[src/irq_flags_pkg.sv]
/*
  Constants for the interrupt flag register block: offsets, bit positions,
  reset values and masks. Assumes a 32-bit classic Wishbone slave port.
*/
// Operation
// - Rx done bit7, pending bit6, activity bit5
// - Bits 3..0 tx done/abort, nobuf, overflow
// - Tx bus error sets bit 14
// - Rx bus error sets bit 13
// - Clear alias +4, set alias +8
// - Invert alias +c toggles written ones
// - Unimplemented bits read zero, ignore writes
// - Rx completed event sets bit 7
// - Tx completed event sets bit 3
// - Tx abort event sets bit 2
// - Pending flag follows nonzero buffer counter
package irq_flags_pkg;
  localparam logic [7:0] flags_off = 8'h00;
  localparam logic [7:0] clr_off = 8'h04;
  localparam logic [7:0] set_off = 8'h08;
  localparam logic [7:0] inv_off = 8'h0c;
  localparam logic [7:0] enable_off = 8'h10;
  localparam logic [7:0] counter_off = 8'h14;
  localparam logic [7:0] status_off = 8'h18;
  localparam logic [7:0] smask_off = 8'h1c;

  localparam int tx_bus_error_bit = 14;
  localparam int rx_bus_error_bit = 13;
  localparam int empty_watermark_bit = 9;
  localparam int full_watermark_bit = 8;
  localparam int rx_completed_bit = 7;
  localparam int packet_waiting_bit = 6;
  localparam int rx_activity_bit = 5;
  localparam int tx_completed_bit = 3;
  localparam int tx_aborted_bit = 2;
  localparam int rx_no_buffer_bit = 1;
  localparam int rx_fifo_overflow_bit = 0;

  // Flags that software may write through the aliases
  localparam logic [31:0] writable_mask = 32'h0000_60af;
  localparam logic [31:0] flags_reset = 32'h0000_0000;
  localparam logic [7:0] counter_reset = 8'h00;
  localparam logic [7:0] counter_max = 8'hff;
  // Sticky status: bit0 flag event, bit1 counter saturated
  localparam int status_w = 2;
endpackage

[src/buffer_counter.sv]
/*
  Received buffer counter: saturating up/down. Assumes strobes are
  synchronous to clk_i.
*/
`timescale 1ns/100ps
module buffer_counter #(
  parameter int width = 8
) (
  // Clock and reset
  input wire logic clk_i,
  input wire logic rst_i,
  // Control
  input wire logic inc_i,
  input wire logic dec_i,
  input wire logic clear_i,
  // State
  output logic [width-1:0] count_o,
  output logic sat_o
);
  logic [width-1:0] count_r;
  logic [width-1:0] count_nxt;
  localparam logic [width-1:0] full = '1;

  always_comb begin
    count_nxt = count_r;
    if (clear_i) begin
      count_nxt = '0;
    end else if (inc_i && !dec_i && count_r != full) begin
      count_nxt = count_r + 1'b1;
    end else if (dec_i && !inc_i && count_r != '0) begin
      count_nxt = count_r - 1'b1;
    end
  end

  always_ff @(posedge clk_i) begin
    if (rst_i) begin
      count_r <= '0;
    end else begin
      count_r <= count_nxt;
    end
  end

  assign count_o = count_r;
  assign sat_o = inc_i && !dec_i && count_r == full;
endmodule

[src/irq_flags.sv]
/*
  Interrupt flag register with clear/set/invert aliases, enable register,
  buffer counter and sticky status with mask. Assumes event strobes are
  single-cycle pulses synchronous to clk_i, and a classic Wishbone master.
*/
// Implementation choices: the Wishbone interface to the registers and the register offsets.
`timescale 1ns/100ps
module irq_flags (
  // Clock and reset
  input wire logic clk_i,
  input wire logic rst_i,
  // Wishbone slave
  input wire logic cyc_i,
  input wire logic stb_i,
  input wire logic we_i,
  input wire logic [7:0] adr_i,
  input wire logic [3:0] sel_i,
  input wire logic [31:0] dat_i,
  output logic [31:0] dat_o,
  output logic ack_o,
  // Event strobes
  input wire logic tx_bus_error_i,
  input wire logic rx_bus_error_i,
  input wire logic empty_watermark_i,
  input wire logic full_watermark_i,
  input wire logic rx_completed_i,
  input wire logic rx_activity_i,
  input wire logic tx_completed_i,
  input wire logic tx_aborted_i,
  input wire logic rx_no_buffer_i,
  input wire logic rx_fifo_overflow_i,
  input wire logic buffer_inc_i,
  // Interrupts
  output logic irq_o,
  output logic status_irq_o
);
  logic [31:0] flags_r, flags_nxt;
  logic [31:0] enable_r, enable_nxt;
  logic [1:0] status_r, status_nxt;
  logic [1:0] smask_r, smask_nxt;
  logic [31:0] dat_r, dat_nxt;
  logic ack_r, ack_nxt;
  logic irq_r, irq_nxt;
  logic sirq_r, sirq_nxt;
  logic [7:0] count;
  logic sat;
  logic [31:0] wmask, events;
  logic req, wr, rd, dec, cnt_clr;

  function automatic logic [31:0] lane_mask(input logic [3:0] sel);
    lane_mask = {{8{sel[3]}}, {8{sel[2]}}, {8{sel[1]}}, {8{sel[0]}}};
  endfunction

  assign req = cyc_i && stb_i && !ack_r;
  assign wr = req && we_i;
  assign rd = req && !we_i;
  assign wmask = lane_mask(sel_i) & dat_i;
  // Counter writes: bit0 decrements, bit1 clears (stands in for restart)
  assign dec = wr && adr_i == irq_flags_pkg::counter_off && wmask[0];
  assign cnt_clr = wr && adr_i == irq_flags_pkg::counter_off && wmask[1];

  buffer_counter #(.width(8)) u_cnt (
    .clk_i(clk_i),
    .rst_i(rst_i),
    .inc_i(buffer_inc_i),
    .dec_i(dec),
    .clear_i(cnt_clr),
    .count_o(count),
    .sat_o(sat)
  );

  always_comb begin
    events = '0;
    events[irq_flags_pkg::tx_bus_error_bit] = tx_bus_error_i;
    events[irq_flags_pkg::rx_bus_error_bit] = rx_bus_error_i;
    events[irq_flags_pkg::empty_watermark_bit] = empty_watermark_i;
    events[irq_flags_pkg::full_watermark_bit] = full_watermark_i;
    events[irq_flags_pkg::rx_completed_bit] = rx_completed_i;
    events[irq_flags_pkg::rx_activity_bit] = rx_activity_i;
    events[irq_flags_pkg::tx_completed_bit] = tx_completed_i;
    events[irq_flags_pkg::tx_aborted_bit] = tx_aborted_i;
    events[irq_flags_pkg::rx_no_buffer_bit] = rx_no_buffer_i;
    events[irq_flags_pkg::rx_fifo_overflow_bit] = rx_fifo_overflow_i;
  end

  // Flag register; hardware set wins over software clear
  always_comb begin
    flags_nxt = flags_r;
    if (wr) begin
      unique case (adr_i)
        irq_flags_pkg::clr_off: flags_nxt = flags_r & ~(wmask &
            irq_flags_pkg::writable_mask);
        irq_flags_pkg::set_off: flags_nxt = flags_r | (wmask &
            irq_flags_pkg::writable_mask);
        irq_flags_pkg::inv_off: flags_nxt = flags_r ^ (wmask &
            irq_flags_pkg::writable_mask);
        default: flags_nxt = flags_r;
      endcase
    end
    flags_nxt = flags_nxt | events;
    // Pending mirrors the counter; writes cannot move it
    flags_nxt[irq_flags_pkg::packet_waiting_bit] = count != 8'h00;
    flags_nxt[31:15] = '0;
    flags_nxt[12:10] = '0;
    flags_nxt[4] = 1'b0;
  end

  // Enable, sticky status and mask registers, bus answer
  always_comb begin
    enable_nxt = enable_r;
    smask_nxt = smask_r;
    status_nxt = status_r;
    dat_nxt = 32'h0000_0000;
    if (wr && adr_i == irq_flags_pkg::enable_off) begin
      enable_nxt = (enable_r & ~lane_mask(sel_i)) |
                   (wmask & irq_flags_pkg::writable_mask);
    end
    if (wr && adr_i == irq_flags_pkg::smask_off) begin
      smask_nxt = (sel_i[0]) ? dat_i[1:0] : smask_r;
    end
    if (rd) begin
      unique case (adr_i)
        irq_flags_pkg::flags_off: dat_nxt = flags_r;
        irq_flags_pkg::enable_off: dat_nxt = enable_r;
        irq_flags_pkg::counter_off: dat_nxt = {24'h00_0000, count};
        irq_flags_pkg::status_off: dat_nxt = {30'h0000_0000, status_r};
        irq_flags_pkg::smask_off: dat_nxt = {30'h0000_0000, smask_r};
        default: dat_nxt = 32'h0000_0000;
      endcase
      if (adr_i == irq_flags_pkg::status_off) begin
        status_nxt = 2'b00;
      end
    end
    // New events win over the read clear
    status_nxt[0] = status_nxt[0] | (|events);
    status_nxt[1] = status_nxt[1] | sat;
    ack_nxt = req;
    irq_nxt = |(flags_nxt & enable_nxt);
    sirq_nxt = |(status_nxt & smask_nxt);
  end

  always_ff @(posedge clk_i) begin
    if (rst_i) begin
      flags_r <= irq_flags_pkg::flags_reset;
      enable_r <= 32'h0000_0000;
      status_r <= 2'b00;
      smask_r <= 2'b00;
      dat_r <= 32'h0000_0000;
      ack_r <= 1'b0;
      irq_r <= 1'b0;
      sirq_r <= 1'b0;
    end else begin
      flags_r <= flags_nxt;
      enable_r <= enable_nxt;
      status_r <= status_nxt;
      smask_r <= smask_nxt;
      dat_r <= dat_nxt;
      ack_r <= ack_nxt;
      irq_r <= irq_nxt;
      sirq_r <= sirq_nxt;
    end
  end

  assign dat_o = dat_r;
  assign ack_o = ack_r;
  assign irq_o = irq_r;
  assign status_irq_o = sirq_r;
endmodule

[config.mk]
export PLATFORM = sky130hd
export DESIGN_NAME = irq_flags
export DESIGN_NICKNAME = d
export VERILOG_FILES = /design/src/irq_flags_pkg.sv /design/src/buffer_counter.sv /design/src/irq_flags.sv
export SDC_FILE = /design/constraint.sdc
export NUM_CORES = 1
export LEC_CHECK = 0
export BUFFER_PORTS_ARGS = -buffer_cell sky130_fd_sc_hd__buf_2
export CAP_MARGIN = 20
export CELL_PAD_IN_SITES_DETAIL_PLACEMENT = 1
export CELL_PAD_IN_SITES_GLOBAL_PLACEMENT = 2
export CORE_MARGIN = 4
export CORE_UTILIZATION = 32
export CTS_CLUSTER_DIAMETER = 50
export DETAILED_ROUTE_END_ITERATION = 16
export PLACE_DENSITY_LB_ADDON = 0.1
export SKIP_LAST_GASP = 1
export SLEW_MARGIN = 20
export SYNTH_ARGS = -nofsm -noshare
export SYNTH_HDL_FRONTEND = slang
export SYNTH_SLANG_ARGS = --single-unit
[constraint.sdc]
create_clock -name clk_i -period 4 [get_ports clk_i]
set_input_delay 0.8 -clock clk_i [delete_from_list [all_inputs] [get_ports clk_i]]
set_output_delay 0.8 -clock clk_i [all_outputs]
set_load 0.05 [all_outputs]
==> key figures, run 1 <==
Floorplanning
  – Core box area: 12100 um^2
  – Die Height: 120 um
  – Chip width: 120 um
  – # IOs: 95
  – Die area: 14300 um^2
  – Starting Density: 0.329
  – Row count: 40

Power
  – Final Power: 2050 uW
  – Maximum vdd drop: 0.000331 V
  – Pwr/cell area: 425 nW/um^2
  – Pleak: 0.00215 uW

Synth
  – Cell taking the most area after synthesis: dfxtp_1
  – Async set or reset register ratio after synthesis: 0
  – Post-synth cell types: 63
  – Warning count from the yosys run: 0
  – EDFF count, synth: 0
  – Most common cell in the netlist: dfxtp_1
  – Syn_nets: 511
  – Synth area leaders: dfxtp_1, nor2_1, ha_1
  – Register area share after synthesis: 0.452
  – Post-Syn Instances: 428
  – Share of the synthesized area in the top cell type: 0.452
  – Top FF cell, synth: dfxtp_1
  – FF+latch count, synth: 90
  – Synth top cells by count: dfxtp_1, nor2_1, nand2b_1
  – Avg Synthesized Cell Area: 9.31 um^2
  – Synthesized area: 3980 um^2

Global routing
  – Total grt overflow: 0
  – Met2 usage: 0.251
  – Met1 Use GR: 0.223
  – Vias in the first global route: 3444
  – First-pass GRT wire length: 18.3 mm
  – Met3 Use GR: 0.0452
  – Largest net degree at the start of global routing: 36
  – GR peak layer: met2
  – Gr usage total: 0.161
  – Initial antenna violation count: 0

Hold path
  – Min-delay worst type: register to register
  – Hold wc startpoint: enable_r[28]
  – Worst Hold Endpoint: dat_o[28]
  – Hold Path Depth: 2

STA
  – Final worst slack: 0.933 ns
  – Max frequency: 0.326 GHz
  – Actual slew at the worst max-slew pin: 0.741 ns
  – Fin crit share: 0.767
  – Worst hold slack: 0.455 ns
  – Relative slew margins: 0.505
  – Final Max Tran Viols: 0
  – Finish-stage setup viols: 0
  – Setup TNS: 0 ns
  – RSZ-0062 raised after global routing: no
  – Fin Clk Skew: 0.00558 ns
  – Final worst path period need: 3.07 ns
  – Final hold vios: 0

Layout
  – Fraction of layout cells with a size suffix above 1: 0.230
  – FILL cells: 1457
  – Area growth, synth to finish: 21.3%
  – FF/Latch Area: 1800 um^2
  – Util after Layout: 0.399
  – N_diodes: 0
  – Nets: 580
  – Multi-input gate area: 2030 um^2

CTS
  – Worst-Skew Late Latency: 0.34 ns
  – Postcts setup bufs: 0
  – Clock Sinks: 90
  – CTS H-tree depth: 3
  – Root Buffer: clkbuf_16
  – Max clock buf depth: 2
  – Post-CTS Resized: 0
  – Hold_buf cts: 0
  – Worst-path clk slew: 0.07 ns
  – CTS tree: built
  – CTS buffer count: 9

Setup path
  – CP Data Arrival Time: 3.35 ns
  – Reg2reg path depth: 11
  – Reg-to-reg slack, setup: 1.15 ns
  – CP startpoint kind: input port
  – CP required: 4.29 ns
  – Reg-to-Reg Start: ack_o
  – Crit path max fanout: 6
  – Crit path from: adr_i[7]
  – CP Capture Type: register
  – RR Endpoint: u_cnt.count_o[6]
  – Kind of critical path: input port to register

Placement
  – Number of port buffers: 70
  – Post-place setup slack: 0.562 ns
  – HPWL after detailed placement: 8.12 mm
  – Routability cong.: 0.744

Route
  – Drt pass-1 iters: 4
  – DR vias: 3276
  – Total wire length: 10.9 mm
  – Final ANT Viol Nets: 0
  – Via density: 4.90
  – Drt wl/cell: 16.3 um
  – DRC violations left: 0
  – Initial drt markers: 172

Outcome
  – Outcome: completed

Run
  – Max-cap violations: 0
-- per-stage QoR --
stage	instances	instance area [um^2]
2_1_floorplan	428	3980
3_3_place_gp	654	4520
3_5_place_dp	654	4520
4_1_cts	669	4830
5_1_grt	669	4830
6_report	669	4830
-- worst max path at each step --
stage	slack (ns)	endpoint
finish	0.93	u_cnt.count_o[7]
global route	0.71	u_cnt.count_o[6]
CTS	0.91	u_cnt.count_o[7]
detailed placement	0.56	u_cnt.count_o[7]
global placement	0.58	u_cnt.count_o[7]
floorplan	0.71	u_cnt.count_o[7]
-- power by group --
| part | internal, uW | switching (uW) | leakage (uW) |
|---|---|---|---|
| sequential | 916 | 26.2 | 0.000730 |
| clock | 548 | 360 | 0.000158 |
| combinational | 90.0 | 114 | 0.00126 |
-- cell type report --
cell class | count | share of cell area
clock inverters | 6 | 0.0186
flip-flops and latches | 90 | 0.373
clock buffers | 9 | 0.0466
repair buffers | 81 | 0.0896
multi-input cells | 303 | 0.419
inverters | 12 | 0.00932
well taps | 168 | 0.0435
-- cells by family (layout without fill, tap and decap cells) --
group / after synthesis / count (layout) / synth area share
AO/OA/AOI/OAI: 63 / 63 / 0.113
buffers and inverters: 35 / 108 / 0.0405
XOR/XNOR: 4 / 4 / 0.00880
adder cells (fa/ha/maj): 23 / 23 / 0.0741
flip-flops: 90 / 90 / 0.452
AND/OR/NAND/NOR: 195 / 195 / 0.258
multiplexers: 18 / 18 / 0.0525
-- placed cells by master, fill, tap and decap left out, types with 3 or more instances in the layout --
cell type,netlist,layout
mux2_2,3,3
a22oi_1,7,7
inv_1,12,12
nor4_1,6,5
and3_1,5,5
xnor2_1,3,3
a21o_1,3,3
nand2_1,23,23
a21oi_1,14,14
and3b_1,5,5
o21ai_0,9,9
nand4_1,4,4
nand2b_1,29,29
mux2i_1,13,13
clkbuf_16,0,9
a222oi_1,5,5
buf_2,6,70
dfxtp_1,90,90
nand3_1,8,8
buf_4,2,11
a221o_1,4,4
ha_1,22,22
or2_2,3,3
nor2_1,88,88
a311oi_1,3,3
-- flip-flops by register name (all words and copies together), names as in the netlist, 2 cells and up --
signal	flops
enable_r	32
u_cnt.count_o	8
flags_r	11
dat_o	32
status_r	2
smask_r	2
-- critical path: stages --
cell and delay [ns]:
buf_2 0.12, nor4_4 0.40, and4b_1 0.33, a311o_1 0.25, buf_4 0.17, ha_1 0.27, a21o_1 0.21, a211oi_1 0.33
o21ai_0 0.18, a22o_1 0.23, nand2_1 0.06
-- per-layer routing --
metal	share of wire	routed length [um]
met5	0	0
met2	0.45	4930
met3	0.038	418
met1	0.50	5440
met4	0.0094	102
No activity file was read; power rests on OpenSTA's default activity.
==> inputs of run 2 (changes only) <==
clock period = 2.85 ns   (was 4 ns; I/O delays follow)
==> run 2 against run 1 <==
First-iteration DRC count fell by 11%. Sequential share of layout area fell by 1.1 points. Non-clock buffer count rose by 20. Setup slack got worse by 0.64 ns. Design area rose by 3.0%. Global-route usage rose by 0.20 points. Worst hold slack barely moved. Die area did not move. Combinational power rose by 57%. Sequential power rose by 40%. Register-to-register slack got worse by 0.83 ns. Utilization rose by 1.2 points. Critical endpoint is now u_cnt.count_o[6].
==> key figures, run 2 (synthesized netlist as in run 1, its figures left out) <==
STA
  – Final worst path period need: 2.56 ns
  – Final hold vios: 0
  – Actual slew at the worst max-slew pin: 0.984 ns
  – Worst hold slack: 0.456 ns
  – Relative slew margins: 0.339
  – Final worst slack: 0.289 ns
  – Max frequency: 0.390 GHz
  – Finish-stage setup viols: 0
  – Fin Clk Skew: 0.0114 ns
  – RSZ-0062 raised after global routing: no
  – Fin crit share: 0.899
  – Final Max Tran Viols: 0

CTS
  – Max clock buf depth: 2
  – CTS H-tree depth: 3
  – Worst-Skew Late Latency: 0.35 ns
  – Hold_buf cts: 0
  – Root Buffer: clkbuf_16
  – CTS buffer count: 9
  – CTS tree: built
  – Postcts setup bufs: 0
  – Clock Sinks: 90
  – Worst-path clk slew: 0.07 ns
  – Post-CTS Resized: 0

Power
  – Final Power: 2850 uW
  – Pwr/cell area: 572 nW/um^2
  – Pleak: 0.00224 uW
  – Maximum vdd drop: 0.000428 V

Route
  – Drt pass-1 iters: 4
  – Final ANT Viol Nets: 0
  – Via density: 4.92
  – DRC violations left: 0
  – Drt wl/cell: 16.3 um
  – Initial drt markers: 153
  – DR vias: 3388
  – Total wire length: 11.2 mm

Layout
  – Area growth, synth to finish: 25.0%
  – Fraction of layout cells with a size suffix above 1: 0.267
  – Design Area, Final: 4980 um^2
  – Commonest non-fill, non-tap cell in the layout: dfxtp_1
  – Util after Layout: 0.411
  – N_diodes: 0
  – Most frequent cells in the layout: dfxtp_1, nor2_1, buf_2
  – Nets: 600
  – FILL cells: 1469

Setup path
  – Worst path cell trace: buf_2 > nor2b_2 > and4b_1 > a311o_1 > buf_4 > fa_2 > a21o_1 > a21oi_2 > o21bai_1 > mux2i_1 > o21ai_0 > a21oi_1
  – Crit path max fanout: 4
  – Cell with the largest stage delay on the worst path: a311o_1
  – CP Capture Type: register
  – Kind of critical path: input port to register
  – CP required: 3.08 ns
  – Top delay family on crit path: compound AO/OA/AOI/OAI gates
  – CP startpoint kind: input port
  – Worst path max stage delay: 0.42 ns
  – Crit path buf inv count: 2
  – CP Data Arrival Time: 2.79 ns

Floorplanning
  – Chip width: 120 um
  – Starting Density: 0.329
  – Core box area: 12100 um^2
  – Die area: 14300 um^2
  – # IOs: 95
  – Row count: 40
  – Die Height: 120 um

Placement
  – Number of port buffers: 70
  – HPWL after detailed placement: 8.46 mm
  – DP Area: 4680 um^2
  – Routability cong.: 0.776
  – Post-place setup slack: -0.110 ns

Global routing
  – Gr usage total: 0.163
  – Vias in the first global route: 3507
  – Total grt overflow: 0
  – Initial antenna violation count: 0
  – Largest net degree at the start of global routing: 28
  – First-pass GRT wire length: 18.4 mm

Run
  – Max-cap violations: 0

Hold path
  – Min-delay worst type: register to register

Outcome
  – Outcome: completed
==> run 2: worst min-delay path: cells and delay by family (launching register included) <==
| kind | cells | cell delay (ns) |
|---|---|---|
| DFF | 1 | 0.30 |
| and+or+nand+nor | 2 | 0.12 |
==> run 2: path summary, 6_finish.rpt <==
kind	start	to	slack, ns	cells after the start
hold / removal	enable_r[26]	dat_o[26]	0.46	2
hold reg to reg	enable_r[26]	dat_o[26]	0.46	2
setup reg to reg	ack_o	u_cnt.count_o[6]	0.32	11
setup / recovery	adr_i[2]	u_cnt.count_o[6]	0.29	12
==> run 2: where the power goes <==
part | switching, uW | internal, uW | total (uW)
clock | 522 | 686 | 1210
sequential | 35.6 | 1290 | 1320
combinational | 172 | 148 | 320
==> run 2: stage by stage <==
stage               TNS, ns  std cells
CTS                       0        689
floorplan           -0.0461        428
detailed placement   -0.219        674
global placement     -0.167        674
finish                    0        689
global route              0        689
==> run 2: cell type report <==
| class | instances | area (um^2) | share of cell area |
|---|---|---|---|
| repair buffers | 101 | 583 | 0.117 |
| clock buffers | 9 | 225 | 0.0452 |
| inverters | 12 | 45.0 | 0.00905 |
| multi-input cells | 303 | 2040 | 0.409 |
| flip-flops and latches | 90 | 1800 | 0.362 |
| well taps | 168 | 210 | 0.0422 |
| clock inverters | 6 | 73.8 | 0.0148 |
==> run 2: metal layers <==
layer	routed length, um	global-route usage	vias to the layer above
met3	446	0.0452	9
met5	0	0	-
met4	87	0.0372	0
met2	5260	0.271	66
met1	5430	0.213	1651
li1	-	-	1662
==> inputs of run 3 (changes only) <==
--- a/config.mk
+++ b/config.mk
@@ -10,4 +10,5 @@
 export CELL_PAD_IN_SITES_DETAIL_PLACEMENT = 1
 export CELL_PAD_IN_SITES_GLOBAL_PLACEMENT = 2
+export CORE_ASPECT_RATIO = 0.6
 export CORE_MARGIN = 4
 export CORE_UTILIZATION = 32
@@ -15,4 +16,5 @@
 export DETAILED_ROUTE_END_ITERATION = 16
 export PLACE_DENSITY_LB_ADDON = 0.1
+export SKIP_CTS_REPAIR_TIMING = 1
 export SKIP_LAST_GASP = 1
 export SLEW_MARGIN = 20
==> constraint.sdc (replaced) <==
create_clock -name clk_i -period 2.85 [get_ports clk_i]
set_input_delay 0.57 -clock clk_i [delete_from_list [all_inputs] [get_ports clk_i]]
set_output_delay 0.57 -clock clk_i [all_outputs]
set_load 0.005 [all_outputs]
==> run 3 against run 2 <==
Total power shrank 2.9%. Highest routed layer unchanged. Final cell count decreased by 1.6%. Non-clock buffer count decreased by 9. Setup slack worse by 0.057 ns. Largest power group unchanged. Critical path depth is 1 lower. Fmax decreased by 2.2%. Critical endpoint unchanged. Combinational power is 3% lower. Register-to-register slack hardly changed.
==> key figures, run 3 (synthesized netlist as in run 1, its figures left out) <==
Placement
  – Number of port buffers: 70
  – # placed instances: 662
  – HPWL after detailed placement: 9.17 mm
  – DP Area: 4610 um^2
  – Routability cong.: 0.759

Route
  – Drt wl/cell: 17.2 um
  – Via density: 4.92
  – Drt pass-1 iters: 4
  – Total wire length: 11.7 mm
  – Initial drt markers: 100
  – DR vias: 3337
  – Final ANT Viol Nets: 0
  – DRC violations left: 0

Setup path
  – Cell with the largest stage delay on the worst path: nor4_4
  – CP Depth: 11
  – Reg2reg path depth: 10
  – Worst path cell trace: buf_2 > nor4_4 > and4b_1 > a311o_1 > buf_4 > ha_1 > a21oi_2 > o21bai_1 > mux2i_1 > o21ai_0 > a21oi_1
  – CP Capture Type: register
  – CP startpoint kind: input port
  – Top delay family on crit path: compound AO/OA/AOI/OAI gates
  – Crit path buf inv count: 2
  – Crit path max fanout: 12
  – CP required: 3.08 ns
  – Kind of critical path: input port to register
  – Reg-to-reg slack, setup: 0.31 ns
  – CP Data Arrival Time: 2.85 ns
  – Worst path max stage delay: 0.33 ns

Global routing
  – Largest net degree at the start of global routing: 32
  – Initial antenna violation count: 0
  – Total grt overflow: 0
  – First-pass GRT wire length: 19.0 mm
  – Gr usage total: 0.169
  – Vias in the first global route: 3574

Layout
  – N_diodes: 0
  – FILL cells: 1437
  – Final non-filler cell total: 678
  – Design Area, Final: 4890 um^2
  – Area growth, synth to finish: 22.7%
  – Nets: 591
  – Commonest non-fill, non-tap cell in the layout: dfxtp_1
  – Most frequent cells in the layout: dfxtp_1, nor2_1, buf_2
  – Fraction of layout cells with a size suffix above 1: 0.253

STA
  – Finish-stage setup viols: 0
  – Final hold vios: 0
  – Setup TNS: 0 ns
  – Final Max Tran Viols: 0
  – Final worst path period need: 2.62 ns
  – Fin Clk Skew: 0.00687 ns
  – RSZ-0062 raised after global routing: no
  – Max frequency: 0.382 GHz
  – Fin crit share: 0.919
  – Worst hold slack: 0.452 ns
  – Relative slew margins: 0.299
  – Actual slew at the worst max-slew pin: 1.04 ns

Hold path
  – Min-delay worst type: register to register
  – Hold Path Depth: 2

CTS
  – CTS H-tree depth: 3
  – Worst-Skew Late Latency: 0.34 ns
  – Clock Sinks: 90
  – Root Buffer: clkbuf_16
  – CTS buffer count: 9
  – Max clock buf depth: 2
  – Worst-path clk slew: 0.07 ns
  – CTS tree: built

Floorplanning
  – Die Height: 94.4 um
  – Core box area: 12100 um^2
  – Starting Density: 0.329
  – Chip width: 152 um
  – Die area: 14400 um^2
  – Row count: 31
  – # IOs: 95

Run
  – Max-cap violations: 0

Power
  – Pwr/cell area: 566 nW/um^2
  – Clock power frac: 0.409
  – Switching share of total power: 0.266
  – Switching pwr: 736 uW
  – Maximum vdd drop: 0.000273 V
  – P_int: 2030 uW
  – Sequential power share: 0.479
  – Pleak: 0.00218 uW
  – Combinational power share: 0.113

Outcome
  – Outcome: completed
==> run 3: changes by cell type in the layout (fill, tap and decap cells not counted), sizes merged <==
cell and change:
clkinv -2, bufinv -1, clkinvlp +2, buf -9
inv +2
==> run 3: layout make-up <==
class | instances | area, um^2 | share of cell area
inverters | 12 | 45.0 | 0.00921
flip-flops and latches | 90 | 1800 | 0.369
multi-input cells | 303 | 2040 | 0.417
clock inverters | 7 | 57.6 | 0.0118
well taps | 165 | 206 | 0.0422
clock buffers | 9 | 225 | 0.0461
repair buffers | 92 | 515 | 0.105
==> run 3: final timing paths <==
kind	start	end
worst min-delay path	enable_r[25]	dat_o[25]
worst min register to register	enable_r[25]	dat_o[25]
worst max register to register	ack_o	u_cnt.count_o[6]
worst max-delay path	adr_i[7]	u_cnt.count_o[6]
==> run 3: stage by stage <==
stage	total power [uW]	setup slack [ns]	utilization
6_report	2770	0.232	0.404
5_1_grt	2900	0.0612	0.404
4_1_cts	2810	0.236	0.404
3_5_place_dp	1660	-0.126	0.381
3_3_place_gp	1650	-0.118	0.381
2_1_floorplan	1540	-0.0461	-
==> run 3: layer usage <==
metal / wire length (um) / share of wire / global-route usage / up-vias
met1: 6300 / 0.54 / 0.244 / 1624
met2: 4820 / 0.41 / 0.252 / 56
met3: 425 / 0.036 / 0.0403 / 8
met5: 0 / 0 / 0 / -
li1: - / - / - / 1649
met4: 110 / 0.0094 / 0.0456 / 0
==> run 3: power groups by stage <==
| stage | clock network (uW) | logic (uW) | registers (uW) |
|---|---|---|---|
| floorplan | 0 | 202 | 1340 |
| global placement | 0 | 302 | 1350 |
| detailed placement | 0 | 312 | 1350 |
| CTS | 1170 | 315 | 1320 |
| global route | 1220 | 352 | 1330 |
| finish | 1130 | 312 | 1320 |
==> run 3: worst min-delay path: stages (launching register included) <==
cell and delay [ns]:
dfxtp_1 0.30, nand2b_1 0.08, nor2_1 0.04
